File: src/core/udb_pkg.sv
// Constants and types shared by the serial data buffer and its baud timer.
package udb_pkg;

  // ---------------------------------------------------------------------
  // Register map
  // ---------------------------------------------------------------------
  localparam logic [7:0] SFR_ADDR_DATA  = 8'h99;
  localparam logic [3:0] SFR_PAGE_DATA  = 4'h0;
  localparam logic [7:0] DATA_RESET     = 8'h00;

  // ---------------------------------------------------------------------
  // Baud timer
  // ---------------------------------------------------------------------
  localparam logic [1:0] PRESCALE_DIV12 = 2'h0;
  localparam logic [1:0] PRESCALE_DIV4  = 2'h1;
  localparam logic [1:0] PRESCALE_DIV48 = 2'h2;
  localparam logic [5:0] DIV12_LAST     = 6'h0b;
  localparam logic [5:0] DIV4_LAST      = 6'h03;
  localparam logic [5:0] DIV48_LAST     = 6'h2f;
  localparam logic [7:0] TIMER_TOP      = 8'hff;

  // ---------------------------------------------------------------------
  // Frame shape
  // ---------------------------------------------------------------------
  localparam logic [3:0] BITS_MODE8     = 4'h8;
  localparam logic [3:0] BITS_MODE9     = 4'h9;
  localparam logic [3:0] BITS_NONE      = 4'h0;

  typedef enum logic [1:0] {
    TX_IDLE,
    TX_WAIT,
    TX_SHIFT,
    TX_STOP
  } udb_tx_state_t;

  typedef enum logic [1:0] {
    RX_IDLE,
    RX_START,
    RX_DATA,
    RX_STOP
  } udb_rx_state_t;

endpackage

File: src/core/udb_baud_gen.sv
// Reloading 8-bit baud timer with its clock prescaler.
`timescale 1ns/1ps
module udb_baud_gen (
  input  wire logic       i_clk_sys,
  input  wire logic       i_arst_n,
  input  wire logic       i_direct_clk,
  input  wire logic [1:0] i_prescale,
  input  wire logic [7:0] i_reload,
  output logic            o_ovf,
  output logic            o_bit_tick
);

  typedef struct packed {
    logic [5:0] pre_cnt;
    logic [7:0] tmr;
    logic       ovf;
    logic       phase;
    logic       bit_tick;
  } udb_baud_state_t;

  udb_baud_state_t q;
  udb_baud_state_t d;
  logic [5:0]      pre_last;
  logic            tmr_en;

  // Prescale code 11 has no divider of its own; it falls back to 48.
  always_comb begin
    pre_last = udb_pkg::DIV48_LAST;
    case (i_prescale)
      udb_pkg::PRESCALE_DIV12: pre_last = udb_pkg::DIV12_LAST;
      udb_pkg::PRESCALE_DIV4:  pre_last = udb_pkg::DIV4_LAST;
      udb_pkg::PRESCALE_DIV48: pre_last = udb_pkg::DIV48_LAST;
      default:                 pre_last = udb_pkg::DIV48_LAST;
    endcase
  end

  // Timer counts up from the reload value and reloads at overflow; every
  // second overflow closes one bit period.
  always_comb begin
    d          = q;
    d.ovf      = 1'b0;
    d.bit_tick = 1'b0;
    tmr_en     = i_direct_clk || (q.pre_cnt == pre_last);
    if (i_direct_clk || q.pre_cnt >= pre_last) begin
      d.pre_cnt = '0;
    end else begin
      d.pre_cnt = q.pre_cnt + 6'h01;
    end
    if (tmr_en) begin
      if (q.tmr == udb_pkg::TIMER_TOP) begin
        d.tmr      = i_reload;
        d.ovf      = 1'b1;
        d.phase    = ~q.phase;
        d.bit_tick = q.phase;
      end else begin
        d.tmr = q.tmr + 8'h01;
      end
    end
  end

  always_ff @(posedge i_clk_sys or negedge i_arst_n) begin
    if (!i_arst_n) begin
      q <= '0;
    end else begin
      q <= d;
    end
  end

  assign o_ovf      = q.ovf;
  assign o_bit_tick = q.bit_tick;

endmodule // udb_baud_gen

File: src/core/udb_uart_core.sv
// Serial port data buffer with transmitter, receiver and baud timer.
//
// What this block does
// Byte written to data buffer goes to transmit shifter until sent.
// Every write to the data buffer starts a new transmission.
// Reading the data buffer returns the receive latch, not transmit data.
// Data buffer: one 8-bit location at 0x99, page 0x0, resets zero.
// At 24.5 MHz software picks direct clock, reloads CB, 96, 2B.
// At 22.1184 MHz software reloads D0, A0, 40 direct; A0 over 12.
// Direct clock select bypasses prescale; else 00 /12, 01 /4, 10 /48.
// Timer overflows every 256 minus reload clocks; two overflows per bit.
// Nine-bit mode sets transmit flag at start of stop bit; software clears.
// Receive loads only when flag clear and, if filtering, ninth bit is 1.
// Nine-bit frame: start, eight data LSB first, ninth bit, stop.
`timescale 1ns/1ps
module udb_uart_core (
  input  wire logic       i_clk_sys,
  input  wire logic       i_arst_n,
  input  wire logic [7:0] i_sfr_addr,
  input  wire logic [3:0] i_sfr_page,
  input  wire logic       i_sfr_wr,
  input  wire logic       i_sfr_rd,
  input  wire logic [7:0] i_sfr_wdata,
  output logic      [7:0] o_sfr_rdata,
  input  wire logic       i_mode_nine_bit,
  input  wire logic       i_multiproc_filter_enable,
  input  wire logic       i_receive_enable_bit,
  input  wire logic       i_tx_ninth_bit,
  input  wire logic       i_tx_flag_clear,
  input  wire logic       i_rx_flag_clear,
  input  wire logic       i_baud_timer_direct_clock_select,
  input  wire logic [1:0] i_timer_prescale_select,
  input  wire logic [7:0] i_baud_reload,
  input  wire logic       i_rxd,
  output logic            o_txd,
  output logic            o_tx_complete_flag,
  output logic            o_rx_complete_flag,
  output logic            o_rx_ninth_bit
);

  // -----------------------------------------------------------------------
  // State
  // -----------------------------------------------------------------------
  typedef struct packed {
    udb_pkg::udb_tx_state_t tx_st;
    logic [8:0]             tx_shift;
    logic [3:0]             tx_left;
    logic                   txd;
    logic                   tx_flag;
    udb_pkg::udb_rx_state_t rx_st;
    logic [8:0]             rx_shift;
    logic [3:0]             rx_left;
    logic                   rx_half;
    logic [7:0]             rx_latch;
    logic                   rx_ninth;
    logic                   rx_flag;
    logic [7:0]             rdata;
  } udb_core_state_t;

  udb_core_state_t q;
  udb_core_state_t d;
  logic            ovf;
  logic            bit_tick;
  logic            hit;
  logic [3:0]      nbits;
  logic [7:0]      rx_byte;
  logic            rx_gate_bit;
  logic            rx_tail_bit;

  // -----------------------------------------------------------------------
  // Baud timer
  // -----------------------------------------------------------------------
  // Rates are set purely by software choice of direct clock select, reload and prescale.
  udb_baud_gen u_baud (
    .i_clk_sys    (i_clk_sys),
    .i_arst_n     (i_arst_n),
    .i_direct_clk (i_baud_timer_direct_clock_select),
    .i_prescale   (i_timer_prescale_select),
    .i_reload     (i_baud_reload),
    .o_ovf        (ovf),
    .o_bit_tick   (bit_tick)
  );

  // -----------------------------------------------------------------------
  // Decode and frame helpers
  // -----------------------------------------------------------------------
  // The buffer answers on one address of one page only.
  assign hit   = (i_sfr_addr == udb_pkg::SFR_ADDR_DATA) &&
                 (i_sfr_page == udb_pkg::SFR_PAGE_DATA);
  assign nbits = i_mode_nine_bit ? udb_pkg::BITS_MODE9
                                 : udb_pkg::BITS_MODE8;

  // In eight-bit mode the data sit one place higher in the shifter, and
  // the stop bit takes the place of the ninth bit.
  always_comb begin
    if (i_mode_nine_bit) begin
      rx_byte     = q.rx_shift[7:0];
      rx_gate_bit = q.rx_shift[8];
    end else begin
      rx_byte     = q.rx_shift[8:1];
      rx_gate_bit = rx_tail_bit;
    end
  end
  assign rx_tail_bit = i_rxd;

  // -----------------------------------------------------------------------
  // Next state
  // -----------------------------------------------------------------------
  always_comb begin
    d = q;

    // Read port: data come from the receive latch, never from transmit.
    if (i_sfr_rd && hit) begin
      d.rdata = q.rx_latch;
    end

    // Software clears flags; a hardware set in the same cycle wins below.
    if (i_tx_flag_clear) begin
      d.tx_flag = 1'b0;
    end
    if (i_rx_flag_clear) begin
      d.rx_flag = 1'b0;
    end

    // Transmitter. The start bit waits for the next bit tick so every
    // bit lasts a full period; a write mid-frame restarts with new data.
    case (q.tx_st)
      udb_pkg::TX_IDLE: begin
        d.txd = 1'b1;
      end
      udb_pkg::TX_WAIT: begin
        if (bit_tick) begin
          d.txd     = 1'b0;
          d.tx_left = nbits;
          d.tx_st   = udb_pkg::TX_SHIFT;
        end
      end
      udb_pkg::TX_SHIFT: begin
        if (bit_tick) begin
          if (q.tx_left == udb_pkg::BITS_NONE) begin
            d.txd     = 1'b1;
            d.tx_flag = 1'b1;
            d.tx_st   = udb_pkg::TX_STOP;
          end else begin
            d.txd      = q.tx_shift[0];
            d.tx_shift = {1'b1, q.tx_shift[8:1]};
            d.tx_left  = q.tx_left - 4'h1;
          end
        end
      end
      udb_pkg::TX_STOP: begin
        if (bit_tick) begin
          d.tx_st = udb_pkg::TX_IDLE;
        end
      end
      default: begin
        d.tx_st = udb_pkg::TX_IDLE;
        d.txd   = 1'b1;
      end
    endcase

    if (i_sfr_wr && hit) begin
      d.tx_shift = {i_tx_ninth_bit, i_sfr_wdata};
      d.tx_st    = udb_pkg::TX_WAIT;
      d.txd      = 1'b1;
    end

    // Receiver. Overflows mark half bits: the first one after the start edge
    // confirms the start, then every second one samples the next bit.
    case (q.rx_st)
      udb_pkg::RX_IDLE: begin
        if (i_receive_enable_bit && !i_rxd) begin
          d.rx_st = udb_pkg::RX_START;
        end
      end
      udb_pkg::RX_START: begin
        if (ovf) begin
          if (!i_rxd) begin
            d.rx_st   = udb_pkg::RX_DATA;
            d.rx_left = nbits;
            d.rx_half = 1'b0;
          end else begin
            d.rx_st = udb_pkg::RX_IDLE;
          end
        end
      end
      udb_pkg::RX_DATA: begin
        if (ovf) begin
          d.rx_half = ~q.rx_half;
          if (q.rx_half) begin
            d.rx_shift = {i_rxd, q.rx_shift[8:1]};
            d.rx_left  = q.rx_left - 4'h1;
            if (q.rx_left == 4'h1) begin
              d.rx_st = udb_pkg::RX_STOP;
            end
          end
        end
      end
      udb_pkg::RX_STOP: begin
        if (ovf) begin
          d.rx_half = ~q.rx_half;
          if (q.rx_half) begin
            d.rx_st = udb_pkg::RX_IDLE;
            if (!q.rx_flag &&
                (!i_multiproc_filter_enable || rx_gate_bit)) begin
              d.rx_latch = rx_byte;
              d.rx_ninth = i_mode_nine_bit ? q.rx_shift[8]
                                           : rx_tail_bit;
              d.rx_flag  = 1'b1;
            end
          end
        end
      end
      default: begin
        d.rx_st = udb_pkg::RX_IDLE;
      end
    endcase
  end

  // -----------------------------------------------------------------------
  // Registers
  // -----------------------------------------------------------------------
  always_ff @(posedge i_clk_sys or negedge i_arst_n) begin
    if (!i_arst_n) begin
      q          <= '0;
      q.tx_st    <= udb_pkg::TX_IDLE;
      q.rx_st    <= udb_pkg::RX_IDLE;
      q.txd      <= 1'b1;            // Line idles high.
      q.rx_latch <= udb_pkg::DATA_RESET;
      q.rdata    <= udb_pkg::DATA_RESET;
    end else begin
      q <= d;
    end
  end

  // -----------------------------------------------------------------------
  // Outputs
  // -----------------------------------------------------------------------
  assign o_sfr_rdata        = q.rdata;
  assign o_txd              = q.txd;
  assign o_tx_complete_flag = q.tx_flag;
  assign o_rx_complete_flag = q.rx_flag;
  assign o_rx_ninth_bit     = q.rx_ninth;

endmodule // udb_uart_core

File: config.mk
export PLATFORM = sky130hd
export DESIGN_NAME = udb_uart_core
export DESIGN_NICKNAME = d
export VERILOG_FILES = /design/src/core/udb_pkg.sv /design/src/core/udb_baud_gen.sv /design/src/core/udb_uart_core.sv
export SDC_FILE = /design/constraint.sdc
export NUM_CORES = 1
export LEC_CHECK = 0
export CELL_PAD_IN_SITES_DETAIL_PLACEMENT = 1
export CELL_PAD_IN_SITES_GLOBAL_PLACEMENT = 2
export CORE_UTILIZATION = 40
export DETAILED_ROUTE_END_ITERATION = 6
export DONT_BUFFER_PORTS = 1
export PLACE_DENSITY_LB_ADDON = 0.1
export SYNTH_ARGS = -nofsm -noshare
export SYNTH_HDL_FRONTEND = slang
export SYNTH_HIERARCHICAL = 1
export SYNTH_SLANG_ARGS = --single-unit
File: constraint.sdc
create_clock -name i_clk_sys -period 2 [get_ports i_clk_sys]
set_clock_uncertainty 0.1 [all_clocks]
set_input_delay 0.4 -clock i_clk_sys [delete_from_list [all_inputs] [get_ports i_clk_sys]]
set_output_delay 0.4 -clock i_clk_sys [all_outputs]
set_load 0.05 [all_outputs]
---- Word level (Yosys, flattened, before mapping) ----
Index checks and enable logic that the tools add are counted.
W data, S select, Z words.
cells by class
  add/sub/neg operators ................... 4
  order comparisons ....................... 1
  eq/ne operators ......................... 27
  multiplexer cells ....................... 42
  bitwise gates (word level) .............. 2
  reduce and logical (&&, ||, !) cells .... 33
operators with widths
  operator               number
  $mux W11               2
  $mux W10               2
  $mux W2                9
  $mux W17               1
  $eq A8 B8 Y1 const B   2
  $mux W16               1
  $mux W8                2
  $pmux W4 S2            2
  $mux W15               1
  $mux W5                3
  $reduce_and A5 Y1      3
  $mux W13               1
  $ne A2 B1 Y1 const B   6
  $ne A2 B2 Y1 const B   6
  $pmux W6 S2            1
  $mux W1                9
  $mux W9                1
  $ne A3 B2 Y1 const B   3
  $reduce_and A3 Y1      3
  $add A8 B1 Y8 const B  1
  $eq A2 B2 Y1 const B   4
  $logic_not A4 Y1       2
  $pmux W2 S4            1
  $reduce_and A4 Y1      2
  other kinds (21)       41
word-level totals
  register bits after elaboration ......... 68
  input port bits ......................... 42
  output and inout bits ................... 12
  logic and storage cells ................. 127

---- Logic depth before layout (Yosys ltp) ----
Gate-level depths: netlist of the first run.
  depth in word-level cells ............... 7
  mapped depth ............................ 7
  depth with buffers taken out ............ 6

---- Cells and area by module ----
The synthesis of the first run kept the hierarchy.
by module, submodules not included
  module         times used  cells each  area an instance (um^2)  sequential area each (um^2)
  udb_uart_core  1           249         2508.7                   1277.5
  udb_baud_gen   1           82          888.4                    425.4

---- Worst setup path after synthesis of the first run ----
No wires, ideal clock.
  path type ............................... input -> register
  start point ............................. input port i_timer_prescale_select[0]
  end point ............................... register u_baud/q[9] in the netlist's numbering
  library setup time ...................... 125 ps
  arrival ................................. 1536 ps
  required time ........................... 1775 ps
  path slack .............................. 239 ps
  stages on the path ...................... 6
  buffers on the path ..................... 0
  path through ............................ nor2b_1 -> ha_1 -> nand4_1 -> o21bai_2 -> nand4_1 -> mux2_2
on the way
  longest elaborated chain between the ends .. 4
  elaborated cells between the ends (all ways) .. 5
  classes of those cells .................. 2 x eq/ne; 1 x mux; 2 x reduce/logical
ends and longest elaborated chain
  what                                              RTL line             RTL
  start, declared                                   udb_uart_core.sv:32  input wire logic [1:0] i_timer_prescale_select,
  $eq A2 B1 Y1 or $logic_not A2 Y1 (tied branches)  udb_baud_gen.sv:29   case (i_prescale)
  $pmux W6 S2 (*)                                   udb_baud_gen.sv:29
  $eq A6 B6 Y1 (*)                                  udb_baud_gen.sv:43   tmr_en = i_direct_clk || (q.pre_cnt == pre_last);
  $logic_or A1 B1 Y1 (*)                            udb_baud_gen.sv:43
  end signal, assigned                              udb_baud_gen.sv:63   q <= '0;
  end signal, assigned                              udb_baud_gen.sv:65   q <= d;
  end, declared                                     udb_baud_gen.sv:21   udb_baud_state_t q;
Every way passes the cells marked *; elsewhere a longest branch is shown, timed or not.
A chain may end at the register's enable or synchronous reset.

---- Worst setup path after layout of the first run ----
  start point ............................. register u_baud/q[14] in the netlist's numbering
  end point ............................... register u_baud/q[6] in the netlist's numbering
on the way
  longest elaborated chain between the ends .. 2
ends and longest elaborated chain
  what                RTL line
  $eq A6 B6 Y1        udb_baud_gen.sv:43
  $logic_or A1 B1 Y1  udb_baud_gen.sv:43
No other way between the ends.

==> results summary, run 1 <==
The detailed placement HPWL is 4.79 mm. Setup repair after global routing left no endpoint under its margin. The sequential-to-total area share from yosys stat is about half.

Total power for the finished layout comes to roughly 2.8 mW. The initial antenna violation count came to 0. The number of nets in the synthesized netlist came out at around 380.

At the worst endpoint, the required time is ~2200 ps. Clock tree synthesis inserted a total of 9 buffers. In the post-route analysis, the smallest setup slack over all paths is about 170 ps. The pre-antenna-repair detailed-routing pass consisted of 4 iterations. The initial cell density of the core is approximately 41%. The arrival time of the worst setup path came out at just under 2000 ps. The largest individual stage delay along the critical path comes from the cell sky130_fd_sc_hd__dfrtp_1.

The max-cap check violation count is 0. The post-route antenna net violation count came out at 0. The synthesized instance count is 331. The classification of the worst-slack hold path is input pin to async pin.

Ranked by instance count, the synthesized netlist is headed by 67 x sky130_fd_sc_hd__dfrtp_1, 42 x sky130_fd_sc_hd__nand2_1, 30 x sky130_fd_sc_hd__nor2_1. Summing over every cut layer, the via total after detailed routing is roughly 2400. The achievable frequency came out at about 0.55 GHz. Before CTS, the worst setup slack after placement is ~11 ps. The layout-stage area growth over the synthesis result came out at 8.80%. The time the final worst path needs with I/O delays and setup is about 1800 ps. The overflow left after global routing came out at 0. The congestion estimate from routability-driven global placement came to 0.711.

Yosys printed 6 warnings. By area the synthesized netlist is led by sky130_fd_sc_hd__dfrtp_1 49%, sky130_fd_sc_hd__mux2i_1 5.3%, sky130_fd_sc_hd__nand2_1 4.6%. between 50 and 60 I/O pins were placed. The count of antenna diodes in the layout came out at 0. In this run the standard cell core region covers 8220 sq um. The clock latency on the worst-skew pair is roughly 330 ps.

Global routing consumed, over all layers together, 16.9% of the routing resources. The number of buffers and inverters on the critical path is 1. The post-route cell area came out at between 3000 and 4000 sq um.

The maximum fanout along the worst path came out at 10. The most frequent cell after synthesis is sky130_fd_sc_hd__dfrtp_1. The depth of the CTS H-tree came out at 3. The run finished, with violations left. The async set-or-reset flop fraction in the synthesized netlist came out at between 90% and 100%. The worst hold slack is -349 ps.

Of the cells placed in the final design, the portion with a size suffix greater than 1 is approximately an eighth. Clock-pin slew was measured on the worst setup and hold paths at ~80 ps. The final reports fail on negative hold slack.

The biggest area contributor in the post-synthesis netlist is sky130_fd_sc_hd__dfrtp_1. The standard cell area after detailed placement is about 3500 sq um. For this design the static power due to leakage is 1.69 nW.

The top cell family by delay on the critical path is compound AO/OA/AOI/OAI gates. Setup violations remaining at the end of the flow were counted as 0. The worst setup path is of the register to register kind. The most used flip-flop cell after synthesis is sky130_fd_sc_hd__dfrtp_1. The first-pass GRT wire length came out at 11.6 mm.

The floorplan step defined a die boundary enclosing a little under 9000 sq um. The number of synthesized register bits came out at between 60 and 70. The largest net degree at the start of global routing came out at between 60 and 70. The number of DRC violations after detailed routing is 0.

Traced cell by cell, the critical path runs through ha_1, nand4_1, o21bai_4, buf_4, a41oi_1, a21oi_2. The measured slew at the worst slew-check pin is 547 ps. The fraction of post-synthesis cell area in the top cell type by area is about half. The detail-routed via count per cell is 5.30.

The peak per-stage delay on the critical path is 420 ps. In the finished design, the share of the clock period the worst path needs comes to 91.7%. The total number of nets in the final design is between 300 and 400. Dividing the detail-routed wire length by the instance count gives roughly 15 um. The sink count of the clock tree is between 60 and 70. TritonCTS built the clock tree. The final sum of negative setup slack is 0 ps. The worst voltage drop across the vdd grid came out at a little over 400 uV. The area of combinational cells with multiple inputs came out at 1510 sq um.

The clock root buffer is sky130_fd_sc_hd__clkbuf_8. The count of flip-flops with a built-in enable after synthesis came out at 0. In this run the core area contains 33 standard-cell rows. The height of the chip is around 94 um. STA classifies the critical path endpoint as a register. The number of pins exceeding their max-slew limit in the final report is 0. The via count of the first global-routing pass came out at between 2000 and 2500. The die width came out at between 90 and 100 um. The sequential cell area in the final layout is 1700 sq um. Dividing total power by cell area gives a power density of between 700 and 800 nW/um^2. The count of buffers added on input and output ports is 0. The sum of routed wire length over all layers came out at ~7 mm.

Counting the fill cells in the layout gives 936. The DRC violation total after the first TritonRoute iteration came out at 78. In this run the tightest slew margin relative to its limit is 63.6%. In this run the deepest clock path goes through 2 buffers. Buffers added to address setup during post-CTS repair amount to 0. The count of unique library cells instantiated by Yosys is 57. The final hold violation count is approximately 70. The critical path startpoint category is a register. The post-synthesis area per instance came out at 10.3 sq um.

After synthesis the cells add up to 3400 sq um.
-- state kept, by name, summed over array words and instances, names as in the netlist --
name and count:
u_baud/o_bit_tick 1, o_tx_complete_flag 1, u_baud/q 15, o_rx_ninth_bit 1, q 39, o_txd 1, o_sfr_rdata 8, o_rx_complete_flag 1
u_baud/o_ovf 1
-- final cells by class --
cell class / instances / share of cell area, %
Clock buffer: 12 / 4.20
Clock inverter: 4 / 0.677
Inverter: 14 / 1.42
Multi-Input combinational cell: 227 / 40.9
Sequential cell: 68 / 46.1
Tap cell: 105 / 3.55
Timing Repair Buffer: 14 / 3.18
-- routing by layer --
layer	wire length [um]	GRT usage (%)	vias to the layer above
met5	0	0	-
met4	87	6.15	0
met3	202	3.24	8
met2	3160	26.6	37
met1	3390	22.9	1145
li1	-	-	1161
-- cells by family (layout without fill, tap and decap cells) --
logic type	after synthesis	count (layout)	synth area share [%]
compound gates	69	69	13.6
simple gates	113	113	16.6
flops	68	68	50.1
xor+xnor	8	8	2.06
fa+ha+maj	9	9	3.31
mux	28	28	8.73
buf+inv	36	44	5.60
-- metrics by stage --
stage / util, % / std cells
2_1_floorplan: - / 331
3_3_place_gp: 42.7 / 428
3_5_place_dp: 42.7 / 428
4_1_cts: 44.9 / 444
5_1_grt: 45.0 / 444
6_report: 45.0 / 444
-- cell usage in the layout (no fill, tap or decap), types with 2 or more instances in the layout --
cell                         instances
sky130_fd_sc_hd__mux2i_1            18
sky130_fd_sc_hd__nand2_1            42
sky130_fd_sc_hd__a21oi_2             2
sky130_fd_sc_hd__and3_4              2
sky130_fd_sc_hd__o21ai_1            11
sky130_fd_sc_hd__and3_1              2
sky130_fd_sc_hd__nand3b_1            2
sky130_fd_sc_hd__nand2b_1            2
sky130_fd_sc_hd__o211ai_1            3
sky130_fd_sc_hd__buf_4              13
sky130_fd_sc_hd__nand3_1             9
sky130_fd_sc_hd__a31oi_1             3
sky130_fd_sc_hd__xor2_1              3
sky130_fd_sc_hd__o31ai_1             2
sky130_fd_sc_hd__a22oi_1             2
sky130_fd_sc_hd__clkbuf_8           11
sky130_fd_sc_hd__a41oi_1             2
sky130_fd_sc_hd__a21o_1              3
sky130_fd_sc_hd__a21oi_1            22
sky130_fd_sc_hd__o21ai_0             5
sky130_fd_sc_hd__inv_1              13
sky130_fd_sc_hd__a22o_1              2
sky130_fd_sc_hd__dfrtp_1            67
sky130_fd_sc_hd__a21boi_0            2
sky130_fd_sc_hd__or3_1               2
sky130_fd_sc_hd__nor4bb_1            2
sky130_fd_sc_hd__ha_1                9
sky130_fd_sc_hd__mux2_1              8
sky130_fd_sc_hd__a211o_1             2
sky130_fd_sc_hd__clkinvlp_4          2
sky130_fd_sc_hd__nand4_1             3
sky130_fd_sc_hd__xnor2_1             5
sky130_fd_sc_hd__nor3_1              3
sky130_fd_sc_hd__clkinv_2            2
sky130_fd_sc_hd__nor2b_1             3
sky130_fd_sc_hd__nor4b_1             3
sky130_fd_sc_hd__nor2_1             30
-- report_power, final --
| part | switching [mW] | total [mW] | internal (mW) |
|---|---|---|---|
| logic | 0.118 | 0.255 | 0.137 |
| clock network | 0.509 | 1.02 | 0.514 |
| registers | 0.0861 | 1.54 | 1.46 |
-- final timing paths --
check | start | to | slack (ps) | cells after the start
worst min-delay path | i_arst_n | o_sfr_rdata[6] | -350 | 0
worst max register to register | u_baud/q[14] | u_baud/q[6] | 170 | 6
max in group asynchronous | i_arst_n | o_txd | 1970 | 0
worst min register to register | u_baud/q[1] | u_baud/q[1] | 370 | 1
worst max-delay path | u_baud/q[14] | u_baud/q[6] | 170 | 6
min in group i_clk_sys | i_tx_flag_clear | o_tx_complete_flag | 50 | 1
-- what timing repair did --
item                                    CTS  global route
gates resized for setup                   0             1
hold endpoints to repair                 68            68
endpoints found under the setup margin    0             2
Note: power is estimated with default switching activity, not from simulation.
==> inputs of run 2 (changes only) <==
REMOVE_ABC_BUFFERS = 1   (was unset)
SYNTH_HIERARCHICAL = unset   (was 1)
clock period = 1.9 ns   (was 2 ns; I/O delays follow)
==> run 2 against run 1 <==
  * The flow still finishes with violations (negative hold slack)
  * Synthesized area rose by 0.44%
  * Clock power grew 9.8%
  * Power grew 7.1%
  * Sequential power is 6% higher
  * Critical path type unchanged
  * Critical endpoint is now q[39]
==> results summary, run 2 <==
The top cell type by area accounts for between 40% and 50% of the synthesized area. The count of antenna diodes in the layout came out at 0. The worst register-to-register path begins at q[36]. The area inside the core boundary came out at slightly above 8000 sq um. The maximum fanout along the worst path is 7.

The routing usage on met2 is around 29%. The initial utilization of the core area, before any placement, comes to 41.5%. The analysis attributes to cell leakage a power of approximately 1.7 nW. After clock tree synthesis, the flow added hold-fix buffers numbering 1. Using the TritonRoute via totals, the vias-per-cell ratio works out to roughly 5.4. The final number of setup-violating endpoints came out at 0.

The measured slew at the worst slew-check pin is around 520 ps. The number of pins exceeding their max-slew limit in the final report is 0. The normalized max-slew margin came out at 65.0%. The via count of the first global-routing pass is 2562. The signal on the critical path passes through inv_1, ha_1, nor3b_2, buf_4, or4_4, o21ai_1, o2bb2ai_1. Entering global routing, the biggest net connects 69 pins. In this run the clock root is driven by a sky130_fd_sc_hd__clkbuf_8. The sink count of the clock tree is 68. The wire length per cell came out at between 15 and 20 um. The met3 routing resource usage after global routing came out at 3.62%. The port buffer count came out at 0. The time the final worst path needs with I/O delays and setup came out at 1780 ps.

The cell count after synthesis came out at ~350. The maximum number of buffers from clock root to sink is 2. The register with the most flip-flops in the layout has 39 of them. The total iterations of the first detailed-routing run is 4. The congestion estimate from routability-driven global placement came to approximately 0.79.

The via total after detailed routing came out at about 2500. The count of flip-flops with a built-in enable after synthesis is 0. The run finished, with violations left. The most used flip-flop cell after synthesis is sky130_fd_sc_hd__dfrtp_1. The count of unique library cells instantiated by Yosys is 60. The top-level I/O count is 54. The Yosys step of the flow raised 0 warnings. The die width came out at 94.4 um. In this run the critical register-to-register path is captured at q[39]. The worst hold slack is -397 ps. Of all cell types, the one taking the most synthesized area is sky130_fd_sc_hd__dfrtp_1.

The peak per-stage delay on the critical path came out at 420 ps. Global routing consumed, over all layers together, a little under a fifth of the routing resources. The layout-stage area growth over the synthesis result came out at 11.1%. The number of fill cells in the layout came out at 919.

The fraction of layout cells with a size suffix above 1 is 12.8%. The worst setup path is launched from a register. TritonCTS built the clock tree.

The final critical-path share of the clock period came out at between 90% and 100%. In this run the register-to-register setup slack is around 120 ps. The final sum of negative setup slack is 0 ps. For this design the ratio of total power to cell area is about 800 nW/um^2.

For this run, asynchronously set or reset flops after synthesis account for 100%. The met1 track demand over resource in global routing came out at roughly a quarter. The cell count after placement is approximately 440. The overflow left after global routing came out at 0.

The number of synthesized register bits came out at 68. The final hold violation count came out at 68. TritonCTS created 9 clock buffers.

The length in cells of the worst reg-to-reg path came out at 7. The tightest min-delay check is of the input pin to async pin type. Wires add up to 7.31 mm. The worst voltage drop across the vdd grid is 371 uV. In the layout the commonest cells are 67 x sky130_fd_sc_hd__dfrtp_1, 42 x sky130_fd_sc_hd__nand2_1, 31 x sky130_fd_sc_hd__nor2_1. The most frequent cell after synthesis is sky130_fd_sc_hd__dfrtp_1. The clock-pin slew reported for the worst setup and hold paths after clock tree synthesis is approximately 90 ps. The clock latency on the worst-skew pair came out at ~350 ps. The arrival time of the worst setup path is just under 2000 ps. By startpoint and endpoint, the worst setup path is classified as register to register. Sequential cells were found to cover approximately half of the synthesized design area. In the post-synthesis netlist, the biggest area contributors are sky130_fd_sc_hd__dfrtp_1 49%, sky130_fd_sc_hd__nand2_1 4.7%, sky130_fd_sc_hd__nor2_1 3.4%. The floorplan die area came out at about 8900 sq um.

At the end of the flow the core is filled with cells to between 40 and 50%. The final reports fail on negative hold slack. The number of DRC violations after detailed routing is 0. The achievable frequency came out at around 0.56 GHz. The detailed placement HPWL came out at approximately 5.0 mm. Leaving out fill and tap cells, the most frequent cell in the layout is sky130_fd_sc_hd__dfrtp_1. The largest individual stage delay along the critical path comes from the cell sky130_fd_sc_hd__or4_4. The initial antenna violation count is 0. The required arrival time at the worst endpoint came out at approximately 2100 ps. Row generation in the floorplan step produced 33 rows. The post-route non-filler standard cell count came out at 463. q holds more flip-flops than any other register. The DRC violation total after the first TritonRoute iteration came out at 93. The post-route antenna net violation count is 0.

The max-cap check violation count came out at 0. STA classifies the critical path endpoint as a register. The netlist area before placement came out at between 3000 and 4000 sq um. The depth of the CTS H-tree came out at 3. The commonest cells after synthesis are 67 x sky130_fd_sc_hd__dfrtp_1, 43 x sky130_fd_sc_hd__nand2_1, 31 x sky130_fd_sc_hd__nor2_1. The total number of nets in the final design came out at a little over 400.

The height of the chip came out at about 94 um. Total power for the finished layout comes to between 3 and 4 mW. The first-pass GRT wire length is roughly 12 mm.

The post-synthesis area per instance came out at ~9.9 sq um. The layer flagged by global routing as most heavily used is met2.
-- run 2: power by group --
| group | internal [mW] | switching, mW |
|---|---|---|
| Clock | 0.489 | 0.627 |
| Combinational | 0.131 | 0.137 |
| Sequential | 1.53 | 0.105 |
| Total | 2.15 | 0.869 |
-- run 2: layout make-up --
| type | instances | area, sq um | area share, % |
|---|---|---|---|
| Sequential cell | 68 | 1700 | 44.9 |
| Clock inverter | 7 | 57.6 | 1.52 |
| Tap cell | 105 | 131 | 3.47 |
| Timing Repair Buffer | 19 | 158 | 4.16 |
| Clock buffer | 9 | 124 | 3.27 |
| Multi-Input combinational cell | 241 | 1570 | 41.3 |
| Inverter | 14 | 52.6 | 1.39 |
-- run 2: kinds of logic (layout without fill, tap and decap cells) --
logic type | count (synthesis) | in the layout | synth area share [%]
simple gates | 131 | 131 | 19.0
compound gates | 75 | 75 | 14.7
flops | 68 | 68 | 49.9
buf+inv | 37 | 49 | 5.39
mux | 19 | 19 | 5.90
fa+ha+maj | 9 | 9 | 3.30
xor+xnor | 7 | 7 | 1.80
-- run 2: worst max-delay path, delay by kind of cell, from the launching register on --
family                     cells  cell delay [ps]
AOI/OAI and AO/OA              2              260
and+or+nand+nor                2              590
buffers and inverters          2              230
DFF                            1              350
adders and majority gates      1              180
-- run 2: per-stage QoR --
stage	instance area, sq um	hold slack, ps	setup WS, ps
after floorplan	3280	-15.6	27.9
after global placement	3530	-13.9	46.4
after detailed placement	3530	-14.0	-57.8
after CTS	3730	-417	96.4
after global routing	3790	-425	-4.30
final	3790	-397	118
-- run 2: per-layer routing --
layer	vias up	wire, um
met4	0	97
li1	1226	-
met3	9	249
met2	42	3450
met1	1234	3520
met5	-	0
-- run 2: worst max path at each step --
stage	slack [ps]	start	to
after CTS	100	u_baud.q[11]	u_baud.q[7]
after floorplan	30	i_sfr_page[3]	q[50]
after global routing	-4	q[36]	q[39]
after detailed placement	-60	q[36]	q[45]
after global placement	50	q[36]	q[41]
final	120	q[36]	q[39]
-- run 2: what timing repair did --
action	in CTS	in global routing
setup buffers	0	2
resized for setup	1	7
endpoints found under the setup margin	8	16
pin swaps	0	2
endpoints found under the hold margin	69	68
==> inputs of run 3 (changes only) <==
MAX_ROUTING_LAYER = met4   (was unset)
==> run 3 against run 2 <==
  * The run still ends with negative hold slack left
  * Power hardly changed
  * Via count increased by 0.24%
  * Clock power is essentially flat
  * Routed wire length barely moved
  * Count of clock-buffer cells in the layout stayed put
  * Hold slack better by 1.2 ps
  * Flip-flop and latch count did not move
  * Register-to-register slack about the same
  * Critical path depth did not move
  * Cell count stayed put
  * Critical path type unchanged
  * Critical endpoint unchanged
==> results summary, run 3 (synthesized netlist as in run 2, its figures left out) <==
The run finished, with violations left. The checks that failed: negative hold slack. The path class of the tightest hold or removal check is input pin to async pin. TritonCTS built the clock tree. Setup violations remaining at the end of the flow were counted as 0. After clock tree synthesis, the flow added hold-fix buffers numbering 1. The arrival time of the worst setup path is around 2000 ps. The clock-pin slew reported for the worst setup and hold paths after clock tree synthesis is 90 ps. The core region is between 8000 and 9000 sq um.

The via count of the first global-routing pass is approximately 2600. The achievable frequency came out at 0.559 GHz. The power density over the cells came out at roughly 800 nW/um^2.

The clock latency on the worst-skew pair is ~350 ps. The first global-routing pass estimated 12.4 mm of wire. STA classifies the critical path startpoint as a register. The clock root buffer is sky130_fd_sc_hd__clkbuf_8. The final hold violation count came out at 68.

The port buffer count is 0. VDD sags by at most about 370 uV. The initial utilization of the core area, before any placement, comes to between 40% and 50%. In this run the remaining antenna-violating nets after routing total 0. The post-route netlist has around an eighth of its cells at a drive strength greater than 1.

The floorplan die area came out at between 8000 and 9000 sq um. The final critical-path share of the clock period came out at approximately 94%. The measured slew at the worst slew-check pin is 524 ps. The number of fill cells in the layout is approximately 900. The total number of nets in the final design came out at 404.

The flip-flop count of the largest register after layout is 39. In this run, the number of DRC markers left after iteration 0 of detailed routing was 106. The total iterations of the first detailed-routing run is 4. The setup slack of the worst register-to-register path is 110 ps. The cell with the biggest individual delay on the critical path is sky130_fd_sc_hd__or4_4. The top-level I/O count came out at between 50 and 60. The worst hold slack came out at -396 ps. Leaving out fill and tap cells, the most frequent cells in the layout are 67 x sky130_fd_sc_hd__dfrtp_1, 42 x sky130_fd_sc_hd__nand2_1, 31 x sky130_fd_sc_hd__nor2_1. The count of antenna diodes in the layout came out at 0. Along the worst path, the maximum fanout reaches 7. Detailed placement ended at an HPWL of slightly above 5 mm. The via total after detailed routing came out at between 2000 and 3000.

The total routing usage reported by global routing is a little under a fifth. The tree built by TritonCTS fans out to about 70 sinks. The die width came out at roughly 94 um. The max-cap check violation count is 0. Leaving out fill and tap cells, the most frequent cell in the layout is sky130_fd_sc_hd__dfrtp_1. The number of pins exceeding their max-slew limit in the final report came out at 0. The routability congestion estimate came out at a little over 0.8. For this run the aggregate overflow at the end of global routing stands at 0.

The startpoint-to-endpoint class of the critical path is register to register. The peak per-stage delay on the critical path came out at ~420 ps. Among cell families on the critical path, the largest total delay comes from simple AND/OR/NAND/NOR gates. The initial antenna violation count was 0. The maximum number of buffers from clock root to sink is 2. The type of destination of the critical path is a register.

Data on the critical path is required at its endpoint by 2070 ps. The sum of routed wire length over all layers came out at between 7 and 8 mm. The critical path buffer and inverter count came out at 2. After detailed routing, the number of remaining DRC violations is 0. Ranked by flip-flop count, first place goes to q. The normalized max-slew margin came out at around two thirds.

The wire length per cell is 15.8 um. The layout-stage area growth over the synthesis result came out at 11.1%. The largest net degree at the start of global routing came out at 69.

Walking the worst path, the cells encountered are inv_1, ha_1, nor3b_2, buf_4, or4_4, o21ai_1, o2bb2ai_1. The post-route non-filler standard cell count is approximately 460. The cell row count came out at 33.

The cell count after placement is ~440. Dividing the detail-routed via count by the number of cells gives 5.44. After routing, the total negative slack on setup checks comes to 0 ps. The H-tree generated during clock tree synthesis spans 3 levels. The time the final worst path needs with I/O delays and setup is 1790 ps. Buffers inserted during clock tree synthesis total 9. The height of the chip came out at around 94 um.

The static leakage came out at 1.73 nW.
## run 3: cell counts in the layout (fill, tap and decap cells not counted)
No cell type changed its count.
## run 3: what timing repair did
action	CTS	global route
buffers inserted	0	2
pin swaps	0	2
setup endpoints to repair	8	16
hold endpoints to repair	69	68
gates resized for setup	1	7
## run 3: metrics by stage
stage	cell area [sq um]	util [%]	power, mW	hold WS, ps	worst slack [ps]
detailed placement	3530	43.0	1.93	-14.0	-57.8
global route	3790	46.1	3.19	-427	-4.31
finish	3790	46.1	3.02	-396	112
global placement	3530	43.0	1.92	-13.9	46.4
floorplan	3280	-	1.84	-15.6	27.9
CTS	3730	45.4	3.07	-417	96.4
## run 3: metal layers
metal / GRT usage [%] / share of wire, %
met4: 6.54 / 1.2
met1: 24.4 / 48
met5: - / 0
met2: 28.7 / 47
met3: 4.27 / 3.4
## run 3: power by group
part	switching, mW	internal, mW	leakage, nW
sequential	0.105	1.53	0.831
combinational	0.138	0.131	0.816
clock	0.626	0.489	0.0829
total	0.869	2.15	1.73
## run 3: worst paths after layout
| check | startpoint | to | depth (start not counted) |
|---|---|---|---|
| max in group asynchronous | i_arst_n | o_txd | 0 |
| hold / removal | i_arst_n | o_sfr_rdata[3] | 0 |
| setup reg to reg | q[36] | q[39] | 7 |
| min in group i_clk_sys | i_tx_flag_clear | o_tx_complete_flag | 1 |
| setup / recovery | q[36] | q[39] | 7 |
| hold reg to reg | u_baud.q[1] | u_baud.q[1] | 1 |
## run 3: worst reg2reg max path: stages, from the launching register on
cell,delay [ps]
sky130_fd_sc_hd__dfrtp_1,360
sky130_fd_sc_hd__inv_1,60
sky130_fd_sc_hd__ha_1,180
sky130_fd_sc_hd__nor3b_2,170
sky130_fd_sc_hd__buf_4,170
sky130_fd_sc_hd__or4_4,420
sky130_fd_sc_hd__o21ai_1,140
sky130_fd_sc_hd__o2bb2ai_1,120
## run 3: area by class of cell
cell class                 count  area [sq um]  area share (%)
clock buffer                   9           124            3.27
timing repair buffer          19           158            4.16
clock inverter                 7          57.6            1.52
multi-input combinational    241          1570            41.3
inverter                      14          52.6            1.39
sequential                    68          1700            44.9
tap                          105           131            3.47
